## config.mk

```make
export PLATFORM = sky130hd
export DESIGN_NAME = aso_output_interface
export DESIGN_NICKNAME = d
export VERILOG_FILES = /design/src/verilog/aso_pkg.sv /design/src/verilog/aso_fifo.sv /design/src/verilog/aso_output_interface.sv /design/src/verilog/aso_sync.sv
export SDC_FILE = /design/constraint.sdc
export NUM_CORES = 1
export LEC_CHECK = 0
export ABC_AREA = 1
export BUFFER_PORTS_ARGS = -buffer_cell sky130_fd_sc_hd__buf_2
export CORE_ASPECT_RATIO = 0.9
export CORE_MARGIN = 4
export CORE_UTILIZATION = 54
export DETAILED_ROUTE_END_ITERATION = 8
export PLACE_DENSITY = 0.75
export SETUP_SLACK_MARGIN = 0.3
export SLEW_MARGIN = 20
export SYNTH_ARGS = -nofsm -noshare
export SYNTH_HDL_FRONTEND = slang
export SYNTH_SLANG_ARGS = --single-unit
```

## constraint.sdc

```tcl
create_clock -name i_clock -period 3.05 [get_ports i_clock]
set_input_delay 0 -clock i_clock [delete_from_list [all_inputs] [get_ports i_clock]]
set_output_delay 0 -clock i_clock [all_outputs]
set_load 0.005 [all_outputs]
```

## src/verilog/aso_pkg.sv

```systemverilog
// constants shared by the sample output interface modules
package aso_pkg;
   // =========================================================
   // clocking
   localparam int CLOCK_MHZ = 100;
   localparam int CLOCK_PERIOD_PS = 10000;
   // forwarded clock delay after the sampling clock edge, 2.1 ns
   localparam int FWD_DELAY_PS = 2100;
   localparam int FWD_DELAY_RAW = (FWD_DELAY_PS + CLOCK_PERIOD_PS - 1) / CLOCK_PERIOD_PS;
   localparam int FWD_DELAY_CYC = (FWD_DELAY_RAW < 1) ? 1 : FWD_DELAY_RAW;
   // =========================================================
   // duty-cycle equalizer
   localparam int DCE_MIN_MHZ = 20;
   localparam int CNT_W = 8;
   // longest input period, in cycles, still strictly faster than the minimum
   localparam logic [CNT_W-1:0] DCE_MAX_PERIOD_CYC = CNT_W'((CLOCK_MHZ + DCE_MIN_MHZ - 1) / DCE_MIN_MHZ - 1);
   // =========================================================
   // data path
   localparam int WORD_W = 10;
   localparam int PIPE_LATENCY = 8;
   localparam int FIFO_DEPTH = 4;
   // =========================================================
   // bit positions in the synchroniser vector
   localparam int PIN_W = 4;
   localparam int PIN_CLK_TRUE = 0;
   localparam int PIN_CLK_COMP = 1;
   localparam int PIN_FULL_RATE = 2;
   localparam int PIN_FMT_OB = 3;
   // =========================================================
   // reset values of the output pairs
   localparam logic RST_TRUE_LVL = 1'b0;
   localparam logic RST_COMP_LVL = 1'b1;
endpackage

```

## src/verilog/aso_fifo.sv

```systemverilog
// small flop-based fifo with valid/ready on both sides
`timescale 1ns/10ps
module aso_fifo #(
   parameter int WIDTH = 8,
   parameter int DEPTH = 4
) (
   // clock and reset
   input wire logic i_clock,
   input wire logic i_rst,
   // fill side
   input wire logic i_valid,
   output logic o_ready,
   input wire logic [WIDTH-1:0] i_data,
   // drain side
   output logic o_valid,
   input wire logic i_ready,
   output logic [WIDTH-1:0] o_data
);
   localparam int AW = (DEPTH > 1) ? $clog2(DEPTH) : 1;
   localparam logic [AW-1:0] LAST = AW'(DEPTH - 1);
   localparam logic [AW:0] FULL_CNT = (AW + 1)'(DEPTH);

   logic [WIDTH-1:0] mem_q [DEPTH];
   logic [AW-1:0] wr_q;
   logic [AW-1:0] rd_q;
   logic [AW:0] count_q;
   logic wr;
   logic rd;

   assign o_ready = (count_q != FULL_CNT);
   assign o_valid = (count_q != '0);
   assign o_data = mem_q[rd_q];
   assign wr = i_valid & o_ready;
   assign rd = o_valid & i_ready;

   // =========================================================
   // storage
   always_ff @(posedge i_clock) begin
      if (wr) begin
         mem_q[wr_q] <= i_data;
      end
   end

   // =========================================================
   // pointers and fill level
   always_ff @(posedge i_clock) begin
      if (i_rst) begin
         wr_q <= '0;
         rd_q <= '0;
         count_q <= '0;
      end else begin
         if (wr) begin
            wr_q <= (wr_q == LAST) ? '0 : wr_q + 1'b1;
         end
         if (rd) begin
            rd_q <= (rd_q == LAST) ? '0 : rd_q + 1'b1;
         end
         case ({wr, rd})
            2'b10: count_q <= count_q + 1'b1;
            2'b01: count_q <= count_q - 1'b1;
            default: count_q <= count_q;
         endcase
      end
   end
endmodule // aso_fifo

```

## src/verilog/aso_output_interface.sv

```systemverilog
// sample output interface of a pipelined sampling converter
// Functional notes
// capture a sample on each true clock rise; at half rate the code captures only on every second rise
// output appears eight sampling cycles after capture
// word valid at next forwarded clock rise
// forwarded clock rises fixed delay after edge
// internal clock regenerated at 50% duty
// equalizer always on; needs clock above 20MHz
// rate pin low halves the update rate
// rate pin defaults low when left open
// rate pin high updates at full rate
// format low two's complement, high offset binary
// format pin defaults two's complement when open
// ten-bit parallel word as true/complement pairs
// flag out of range, true high, complement low
// receiver latches word and flag on forwarded clock
// out of range saturates to full-scale code
// flag travels with its own data word
// half rate: one forwarded rise per word
`timescale 1ns/10ps
module aso_output_interface
   import aso_pkg::*;
#(
   parameter int WORD_WIDTH = WORD_W,
   parameter int LATENCY = PIPE_LATENCY,
   parameter int BUF_DEPTH = FIFO_DEPTH
) (
   // clock and reset
   input wire logic i_clock,
   input wire logic i_rst,
   // sampling clock pins
   input wire logic i_sample_clock_true,
   input wire logic i_sample_clock_comp,
   // strap pins, each with an unconnected indication
   input wire logic i_half_rate_select,
   input wire logic i_half_rate_select_open,
   input wire logic i_format_select,
   input wire logic i_format_select_open,
   // quantizer result, offset binary
   input wire logic [WORD_WIDTH-1:0] i_conv_code,
   input wire logic i_conv_above_full,
   input wire logic i_conv_below_full,
   // sample word pairs
   output logic [WORD_WIDTH-1:0] o_sample_word_true,
   output logic [WORD_WIDTH-1:0] o_sample_word_comp,
   // out-of-range pair
   output logic o_overrange_true,
   output logic o_overrange_comp,
   // forwarded clock pair
   output logic o_fwd_clock_true,
   output logic o_fwd_clock_comp,
   // equalizer status
   output logic o_dce_locked
);
   localparam int STAGES = LATENCY - 1;
   localparam int MSB = WORD_WIDTH - 1;
   localparam int BW = WORD_WIDTH + 1;

   // =========================================================
   // pin synchronisation
   logic [PIN_W-1:0] pins_raw;
   logic [PIN_W-1:0] pins_sync;
   logic clk_t;
   logic clk_c;
   logic mode_full;
   logic fmt_ob;

   // an open strap resolves low, like the pin's pulldown
   assign pins_raw[PIN_CLK_TRUE] = i_sample_clock_true;
   assign pins_raw[PIN_CLK_COMP] = i_sample_clock_comp;
   assign pins_raw[PIN_FULL_RATE] = i_half_rate_select & ~i_half_rate_select_open;
   assign pins_raw[PIN_FMT_OB] = i_format_select & ~i_format_select_open;

   aso_sync #(
      .WIDTH(PIN_W)
   ) u_sync (
      .i_clock(i_clock),
      .i_rst(i_rst),
      .i_async(pins_raw),
      .o_sync(pins_sync)
   );

   assign clk_t = pins_sync[PIN_CLK_TRUE];
   assign clk_c = pins_sync[PIN_CLK_COMP];
   assign mode_full = pins_sync[PIN_FULL_RATE];
   assign fmt_ob = pins_sync[PIN_FMT_OB];

   // =========================================================
   // sampling clock edge
   logic lvl_q;
   logic lvl_prev_q;
   logic rise;

   // equal levels on both lines are a glitch: keep the last level
   always_ff @(posedge i_clock) begin
      if (i_rst) begin
         lvl_q <= 1'b0;
         lvl_prev_q <= 1'b0;
      end else begin
         if (clk_t & ~clk_c) begin
            lvl_q <= 1'b1;
         end else if (~clk_t & clk_c) begin
            lvl_q <= 1'b0;
         end
         lvl_prev_q <= lvl_q;
      end
   end

   assign rise = lvl_q & ~lvl_prev_q;

   // =========================================================
   // input period check
   logic [CNT_W-1:0] in_cnt_q;
   logic locked_q;

   // no way to switch the equalizer off; only its health is reported
   always_ff @(posedge i_clock) begin
      if (i_rst) begin
         in_cnt_q <= '0;
         locked_q <= 1'b0;
      end else if (rise) begin
         in_cnt_q <= '0;
         locked_q <= (in_cnt_q < DCE_MAX_PERIOD_CYC);
      end else if (in_cnt_q != '1) begin
         in_cnt_q <= in_cnt_q + 1'b1;
      end
   end

   assign o_dce_locked = locked_q;

   // =========================================================
   // rate selection
   logic div_phase_q;
   logic tick;

   assign tick = rise & (mode_full | div_phase_q);

   // a rise that ticked always clears the phase, so a mode change never doubles up
   always_ff @(posedge i_clock) begin
      if (i_rst) begin
         div_phase_q <= 1'b0;
      end else if (rise) begin
         div_phase_q <= ~tick;
      end
   end

   // =========================================================
   // duty-cycle equalizer on the update period
   logic [CNT_W-1:0] upd_cnt_q;
   logic [CNT_W-1:0] upd_period_q;
   logic eq_clk;

   always_ff @(posedge i_clock) begin
      if (i_rst) begin
         upd_cnt_q <= '0;
         upd_period_q <= '0;
      end else if (tick) begin
         upd_period_q <= (upd_cnt_q == '1) ? '1 : upd_cnt_q + 1'b1;
         upd_cnt_q <= '0;
      end else if (upd_cnt_q != '1) begin
         upd_cnt_q <= upd_cnt_q + 1'b1;
      end
   end

   // high for the first half of each update period, whatever the input duty
   assign eq_clk = (upd_cnt_q < (upd_period_q >> 1));

   // =========================================================
   // forwarded clock
   logic [FWD_DELAY_CYC-1:0] fwd_t_q;
   logic [FWD_DELAY_CYC-1:0] fwd_c_q;

   // delay places the rise after the word has settled
   always_ff @(posedge i_clock) begin
      if (i_rst) begin
         fwd_t_q <= {FWD_DELAY_CYC{RST_TRUE_LVL}};
         fwd_c_q <= {FWD_DELAY_CYC{RST_COMP_LVL}};
      end else begin
         fwd_t_q <= FWD_DELAY_CYC'({fwd_t_q, eq_clk});
         fwd_c_q <= FWD_DELAY_CYC'({fwd_c_q, ~eq_clk});
      end
   end

   assign o_fwd_clock_true = fwd_t_q[FWD_DELAY_CYC-1];
   assign o_fwd_clock_comp = fwd_c_q[FWD_DELAY_CYC-1];

   // =========================================================
   // capture and coding
   logic [MSB:0] sat_ob;
   logic [MSB:0] fmt_word;
   logic ovr;

   assign ovr = i_conv_above_full | i_conv_below_full;
   assign sat_ob = i_conv_above_full ? {WORD_WIDTH{1'b1}} : (i_conv_below_full ? '0 : i_conv_code);
   assign fmt_word = fmt_ob ? sat_ob : {~sat_ob[MSB], sat_ob[MSB-1:0]};

   // =========================================================
   // pipeline, flag kept beside its word
   logic [BW-1:0] pipe_q [STAGES];
   logic [STAGES-1:0] pipe_v_q;
   logic buf_in_ready;
   logic advance;
   logic push;

   // a full buffer freezes the pipeline instead of dropping words
   assign advance = tick & buf_in_ready;
   assign push = advance & pipe_v_q[STAGES-1];

   always_ff @(posedge i_clock) begin
      if (i_rst) begin
         pipe_v_q <= '0;
         for (int i = 0; i < STAGES; i++) begin
            pipe_q[i] <= '0;
         end
      end else if (advance) begin
         pipe_q[0] <= {ovr, fmt_word};
         for (int i = 1; i < STAGES; i++) begin
            pipe_q[i] <= pipe_q[i-1];
         end
         pipe_v_q <= STAGES'({pipe_v_q, 1'b1});
      end
   end

   // =========================================================
   // output buffer, drained once per update
   logic buf_out_valid;
   logic [BW-1:0] buf_data;
   logic pop;

   aso_fifo #(
      .WIDTH(BW),
      .DEPTH(BUF_DEPTH)
   ) u_fifo (
      .i_clock(i_clock),
      .i_rst(i_rst),
      .i_valid(push),
      .o_ready(buf_in_ready),
      .i_data(pipe_q[STAGES-1]),
      .o_valid(buf_out_valid),
      .i_ready(tick),
      .o_data(buf_data)
   );

   assign pop = tick & buf_out_valid;

   // =========================================================
   // output pairs, each line its own flop
   logic [MSB:0] word_t_q;
   logic [MSB:0] word_c_q;
   logic ovr_t_q;
   logic ovr_c_q;

   always_ff @(posedge i_clock) begin
      if (i_rst) begin
         word_t_q <= {WORD_WIDTH{RST_TRUE_LVL}};
         word_c_q <= {WORD_WIDTH{RST_COMP_LVL}};
         ovr_t_q <= RST_TRUE_LVL;
         ovr_c_q <= RST_COMP_LVL;
      end else if (pop) begin
         word_t_q <= buf_data[MSB:0];
         word_c_q <= ~buf_data[MSB:0];
         ovr_t_q <= buf_data[WORD_WIDTH];
         ovr_c_q <= ~buf_data[WORD_WIDTH];
      end
   end

   assign o_sample_word_true = word_t_q;
   assign o_sample_word_comp = word_c_q;
   assign o_overrange_true = ovr_t_q;
   assign o_overrange_comp = ovr_c_q;

   // =========================================================
   // checks
   localparam int AST_FWD_LAT = FWD_DELAY_CYC + 1;
   logic started_q;
   logic first_pop_q;
   logic [3:0] lat_cnt_q;
   logic last_rise_ticked_q;

   always_ff @(posedge i_clock) begin
      if (i_rst) begin
         started_q <= 1'b0;
         first_pop_q <= 1'b0;
         lat_cnt_q <= '0;
         last_rise_ticked_q <= 1'b0;
      end else begin
         if (advance && !started_q) begin
            started_q <= 1'b1;
            lat_cnt_q <= 4'h1;
         end else if (tick && started_q && lat_cnt_q != 4'hF) begin
            lat_cnt_q <= lat_cnt_q + 4'h1;
         end
         if (pop) begin
            first_pop_q <= 1'b1;
         end
         if (rise) begin
            last_rise_ticked_q <= tick;
         end
      end
   end
endmodule // aso_output_interface

```

## src/verilog/aso_sync.sv

```systemverilog
// two-flop synchroniser for a vector of pin levels
`timescale 1ns/10ps
module aso_sync #(
   parameter int WIDTH = 1
) (
   // clock and reset
   input wire logic i_clock,
   input wire logic i_rst,
   // pins
   input wire logic [WIDTH-1:0] i_async,
   // synchronised levels
   output logic [WIDTH-1:0] o_sync
);
   logic [WIDTH-1:0] meta_q;
   logic [WIDTH-1:0] sync_q;

   // first stage feeds only the second
   always_ff @(posedge i_clock) begin
      if (i_rst) begin
         meta_q <= '0;
         sync_q <= '0;
      end else begin
         meta_q <= i_async;
         sync_q <= meta_q;
      end
   end

   assign o_sync = sync_q;
endmodule // aso_sync
```

== Yosys cells after proc, flatten, opt, wreduce, memory -nomap -nowiden ==
Memories as Yosys holds them, arrays and structs flattened. A register that Yosys moved wholly into a read port is not among the register bits.
Index checks and enable logic that the tools add are counted.

* Input bits: 20
* RAM bits: 121
* Output and inout port bits: 25
* Bits in registers: 74
* Memory bits (read-only): 0
* Logic and storage cells: 96
* Memories kept: 2
* Bits in latches: 0

* Shift operators: 0
* Order comparisons: 2
* Equality and inequality tests: 8
* Muxes and demuxes: 25
* Divide/modulo/power cells: 0
* $add $sub $neg: 6
* $mul: 0
* Bitwise operators: 29
* Reductions and logical operators: 5

{| class="wikitable"
|+ Memory list
! name !! words !! bits a word !! read ports !! clocked after memory_dff !! wr ports !! line !! source
|-
| pipe_q || 7 || 11 || 7 || 0 || 7 || aso_output_interface.sv:199 || <nowiki>logic [BW-1:0] pipe_q [STAGES];</nowiki>
|-
| u_fifo.mem_q || 4 || 11 || 1 || 1 || 1 || aso_fifo.sv:23 || <nowiki>logic [WIDTH-1:0] mem_q [DEPTH];</nowiki>
|}

{| class="wikitable"
|+ Operators with widths
! kind !! number
|-
| 11-bit 2-to-1 mux || 7
|-
| 10-bit 2-to-1 mux || 3
|-
| 8-bit by 1-bit adder with 8-bit output, second input constant || 2
|-
| 8-bit inequality test, second input constant || 2
|-
| 1-bit AND || 10
|-
| 10-bit inverter || 1
|-
| 1-bit 2-to-1 mux || 9
|-
| 1-bit inverter || 9
|-
| 1-bit OR || 9
|-
| 8-bit == test, second input constant || 1
|-
| 8-bit by 3-bit < comparator with 1-bit output, second input constant || 1
|-
| 8-bit by 7-bit < comparator with 1-bit output || 1
|-
| 2-bit 2-to-1 mux || 4
|-
| 8-bit 2-to-1 mux || 1
|-
| 2-bit == test, second input constant || 3
|-
| 3-bit case mux with 2 select lines || 1
|-
| 2-bit by 1-bit adder with 2-bit output, second input constant || 2
|-
| 2-bit nonzero test || 2
|-
| 2-bit OR reduction || 2
|-
| 3-bit by 1-bit adder with 3-bit output, second input constant || 1
|-
| 3-bit inequality test, second input constant || 1
|-
| 3-bit nonzero test || 1
|-
| 3-bit by 1-bit subtractor with 3-bit output, second input constant || 1
|-
| 2-bit by 1-bit == test with 1-bit output, second input constant || 1
|}

== Longest topological paths before layout ==
* Depth after elaboration: 8
* Depth in mapped cells: 13
* Gate-level depth less buffers: 12

== Cells and area by module ==
From an unflattened synthesis, not the netlist that was laid out.

* Cell total of the unflattened synthesis: 755
* Area, all modules: 7813.7 um^2

{| class="wikitable"
|+ Modules (own cells, without submodules)
! module !! instances !! area an instance (um^2) !! sequential area each (um^2) !! cells an instance
|-
| aso_output_interface || 1 || 5410.2 || 3473.3 || 553
|-
| aso_fifo || 1 || 2172.1 || 1501.4 || 177
|-
| aso_sync || 1 || 231.5 || 160.2 || 25
|}

== Least setup slack after synthesis ==
No wires, ideal clock.

* Path type: register to register
* From: register lvl_prev_q
* To: memory pipe_q[0][0] (netlist name), enable pin
* Arrival time: 2482 ps
* Clock period less this slack: 2922 ps
* Setup slack: 128 ps
* Required time: 2609 ps
* Path buffers: 1
* Setup time: 441 ps
* Cell stages (with the launch flop): 7
* Path through: dfxtp_1 inv_1 nand2_1 nor2_4 buf_6 nand2_1 nand2_1

{| class="wikitable"
|+ RTL lines
! what !! line !! source
|-
| from (decl) || aso_output_interface.sv:91 || <nowiki>logic lvl_prev_q;</nowiki>
|-
| from (signal assigned) || aso_output_interface.sv:105 || <nowiki>lvl_prev_q <= lvl_q;</nowiki>
|-
| to (decl) || aso_output_interface.sv:199 ||
|}

== Final worst setup path ==
* From: register lvl_prev_q
* To: register u_fifo.count_q[2]

* Word-level cells in the longest chain between the ends: 8
* Elaborated cells on any way between the ends: 11
* Those cells by class: 2 x eq/ne; 1 x mux; 7 x bitwise; 1 x reduce/logical

{| class="wikitable"
|+ RTL lines
! what !! line !! source
|-
| 1-bit inverter * || aso_output_interface.sv:109 || <nowiki>assign rise = lvl_q & ~lvl_prev_q;</nowiki>
|-
| 1-bit AND * || aso_output_interface.sv:109 ||
|-
| 1-bit AND * || aso_output_interface.sv:136 || <nowiki>assign tick = rise & (mode_full | div_phase_q);</nowiki>
|-
| 1-bit AND || aso_output_interface.sv:206 || <nowiki>assign advance = tick & buf_in_ready;</nowiki>
|-
| 1-bit AND || aso_output_interface.sv:207 || <nowiki>assign push = advance & pipe_v_q[STAGES-1];</nowiki>
|-
| 1-bit AND || aso_fifo.sv:33 || <nowiki>assign wr = i_valid & o_ready;</nowiki>
|-
| 2-bit by 1-bit == test with 1-bit output or 2-bit == test (tied branches) || aso_fifo.sv:58 || <nowiki>case ({wr, rd})</nowiki>
|-
| 3-bit case mux with 2 select lines or 2-bit nonzero test (tied branches) || n/a ||
|-
| to (signal assigned) || aso_fifo.sv:59 || <nowiki>2'b10: count_q <= count_q + 1'b1;</nowiki>
|-
| to (signal assigned) || aso_fifo.sv:60 || <nowiki>2'b01: count_q <= count_q - 1'b1;</nowiki>
|-
| to (signal assigned) || aso_fifo.sv:61 || <nowiki>default: count_q <= count_q;</nowiki>
|-
| to (decl) || aso_fifo.sv:26 || <nowiki>logic [AW:0] count_q;</nowiki>
|}

Mark *: on every way between the ends. The rest lies on a longest branch, timed or not.
A chain may end at the register's enable or synchronous reset.

==> results.yml <==
outcome:
  run_status: "finished, final reports clean"
synth:
  ys_warn_count: 0
  synth-seq-cells: 196
  syn_nets: 832
  async_reset_ff_share_pct: 0
  synth_area_um2: 7910
  ys_seq_area_share_pct: 65.0
  ys_types: 33
  syn_area_per_cell_um2: 9.93
  synth_flop_cell: "edfxtp_1"
  syn-instance-count: 796
  synth_edf_count: 121
power:
  power_mw: 5.38
  peakVddDrop_v: 0.000412
  powerDensity_nw_per_um2: 592
  leakage_nw: 3.86
setup_path:
  max_stage_delay_ns: 0.44
  path_cells: "inv_1 -> nand2_1 -> nor2_4 -> nand2_2 -> inv_4 -> ha_1 -> inv_1 -> fa_1 -> or2_2 -> nand2_1 -> o21ai_0 -> a21oi_1"
  critPathKind: "reg -> reg"
  worstPathRequired_ns: 3.41
  cp-start-kind: "register"
  critical-path-top-delay-family: "simple AND/OR/NAND/NOR gates"
  endpoint_kind: "register"
  crit_path_max_fanout: 18
  cp_slowest_cell: "fa_1"
  worst-endpoint-arrival_ns: 2.74
  crit_buf_inv: 3
final_layout:
  antenna_cells: 0
  drive_gt1_share_pct: 10.9
  nFillCells: 1116
  area_delta_synth_final_pct: 14.9
  fin_nets: 900
  utilization_pct: 64.2
  finalInstanceArea_um2: 9080
die:
  fp-row-count: 41
  start_util_pct: 55.8
  ioPinCount: 45
  core_area_um2: 14200
  die_y_um: 123
  die-area_um2: 16600
  die_w_um: 136
place:
  io_buffers: 44
  post_dp_cell_area_um2: 8260
  gp_congestion: 0.830
  hpwlAfterDp_mm: 7.88
cts:
  clk_pin_slew_ns: 0.07
  cts_tree: "yes"
  cts_resized: 0
  cts_sinks: 196
  cts_root_buf: "clkbuf_16"
  insertion_delay_ns: 0.43
  clock_path_buffers: 2
  cts-htree-levels: 4
  cts_buffers: 17
route:
  wl_met2_mm: 6.29
  num_vias: 5020
  initialDrtViolationCount: 328
  via_per_inst: 4.69
  highest_layer: "met4"
  ant_nets: 0
  avgRoutedWirePerCell_um: 12.3
  wl_met1_mm: 6.14
  route.met3.wl_um: 531
  drc: 0
  drtPass1Iterations: 5
  wirelength_mm: 13.1
sta:
  holdWs_ns: 0.0313
  fin_crit_ns: 2.38
  rsz0062_at_grt: "false"
  fin_worst_skew_ns: 0.00765
  setup_viol: 0
  min_period_over_period_pct: 78.0
  slew_headroom_pct: 38.4
  finalSetupTns_ns: 0
  finalMaxSlewViolations: 0
  hold_violations: 0
  worstMarginPinSlew_ns: 0.921
  fmax_mhz: 420
global_route:
  grt_pass1_vias: 4693
  antenna_found_initial: 0
  grt_usage_pct: 17.0
  gr-total-overflow: 0
  grt_pass1_wl_mm: 22.1
  grt_max_degree: 72
run:
  maxCapViolations: 0
worst_hold_path:
  hold_path_class: "in -> reg"
==> sequential cells by signal (all words and copies together) (netlist names), named ones only <==
register / flops
pipe_q: 77
u_fifo.mem_q: 44
o_sample_word_comp: 10
o_sample_word_true: 10
in_cnt_q: 8
upd_cnt_q: 8
pipe_v_q: 7
upd_period_q: 7
u_sync.meta_q: 4
u_sync.o_sync: 4
u_fifo.count_q: 3
u_fifo.rd_q: 2
u_fifo.wr_q: 2
div_phase_q: 1
lvl_prev_q: 1
lvl_q: 1
o_dce_locked: 1
o_fwd_clock_comp: 1
o_fwd_clock_true: 1
o_overrange_comp: 1
o_overrange_true: 1
==> cell families (layout without fill, tap and decap cells) <==
| kind of cell | count (synthesis) | after routing | synth area share, % |
|---|---|---|---|
| simple gates | 315 | 315 | 16.5 |
| flops | 196 | 196 | 65.0 |
| buf+inv | 182 | 263 | 9.81 |
| compound gates | 83 | 83 | 5.67 |
| fa+ha+maj | 16 | 16 | 2.63 |
| xor+xnor | 4 | 4 | 0.443 |
==> synthesized netlist by cell type (5+ instances only) <==
| cell | count | share of area, % |
|---|---|---|
| nand3_1 | 33 | 2.1 |
| buf_2 | 6 | 0.38 |
| a21oi_1 | 39 | 2.5 |
| buf_6 | 9 | 1.3 |
| inv_1 | 152 | 7.2 |
| o21ai_0 | 26 | 1.6 |
| nand4_1 | 5 | 0.40 |
| nand2_1 | 133 | 6.3 |
| o211ai_1 | 8 | 0.76 |
| edfxtp_1 | 121 | 46 |
| a31oi_1 | 6 | 0.47 |
| dfxtp_1 | 75 | 19 |
| ha_1 | 15 | 2.4 |
| nor2_1 | 129 | 6.1 |
==> power breakdown <==
part / total (mW) / switching [mW] / leakage (nW) / internal (mW)
Clock: 2.27 / 0.976 / 0.280 / 1.29
Sequential: 2.92 / 0.0357 / 1.80 / 2.88
Combinational: 0.191 / 0.117 / 1.78 / 0.0736
==> layout by cell type, fill, tap and decap left out, types with 4 or more instances in the layout <==
cell type,n
clkbuf_16,17
a21oi_1,39
clkinvlp_4,5
o21ai_0,26
o22ai_1,4
nor2_1,129
o211ai_1,8
a31oi_1,6
dfxtp_1,75
dlygate4sd3_1,22
edfxtp_1,121
buf_4,6
inv_1,152
ha_1,15
or2_1,4
nand2_1,132
buf_2,44
nand3_1,33
nand4_1,5
==> timing repair <==
action | 4_1_cts | 5_1_grt
setup buffers | 0 | 0
hold endpoints to repair | 25 | 0
hold buffers | 22 | 0
==> worst min-delay path: stages <==
cell and delay (ns):
buf_2 0.20, a21oi_1 0.07, nor2_1 0.09
==> path summary, 6_finish.rpt <==
check,startpoint,cells after the start,slack (ns),to
max reg2reg,lvl_prev_q$_SDFF_PP0_,12,0.67,u_fifo.count_q[2]$_SDFFE_PP0P_
min,i_conv_above_full,3,0.03,pipe_q[0][2]$_SDFFCE_PN0P_
max,lvl_prev_q$_SDFF_PP0_,12,0.67,u_fifo.count_q[2]$_SDFFE_PP0P_
min reg2reg,u_sync.meta_q[1]$_SDFF_PP0_,2,0.41,u_sync.o_sync[1]$_SDFF_PP0_
==> final cells by class <==
type | instances | area, um2 | share of cell area, %
Clock buffer | 17 | 425 | 4.68
Clock inverter | 15 | 180 | 1.98
Inverter | 158 | 596 | 6.56
Multi-Input combinational cell | 418 | 2000 | 22.0
Sequential cell | 196 | 5130 | 56.5
Tap cell | 193 | 241 | 2.66
Timing Repair Buffer | 73 | 505 | 5.56
==> per-stage QoR <==
step | setup WS (ns) | cells
2_1_floorplan | 0.885 | 796
3_3_place_gp | 0.763 | 1016
3_5_place_dp | 0.708 | 1016
4_1_cts | 0.648 | 1070
5_1_grt | 0.474 | 1070
6_report | 0.670 | 1070
==> per-layer routing <==
metal | GRT usage [%] | up-vias
li1 | - | 2648
met1 | 22.1 | 2278
met2 | 27.8 | 77
met3 | 4.14 | 17
met4 | 6.86 | 0
met5 | 0 | -
Note: power is estimated with default switching activity, not from simulation.
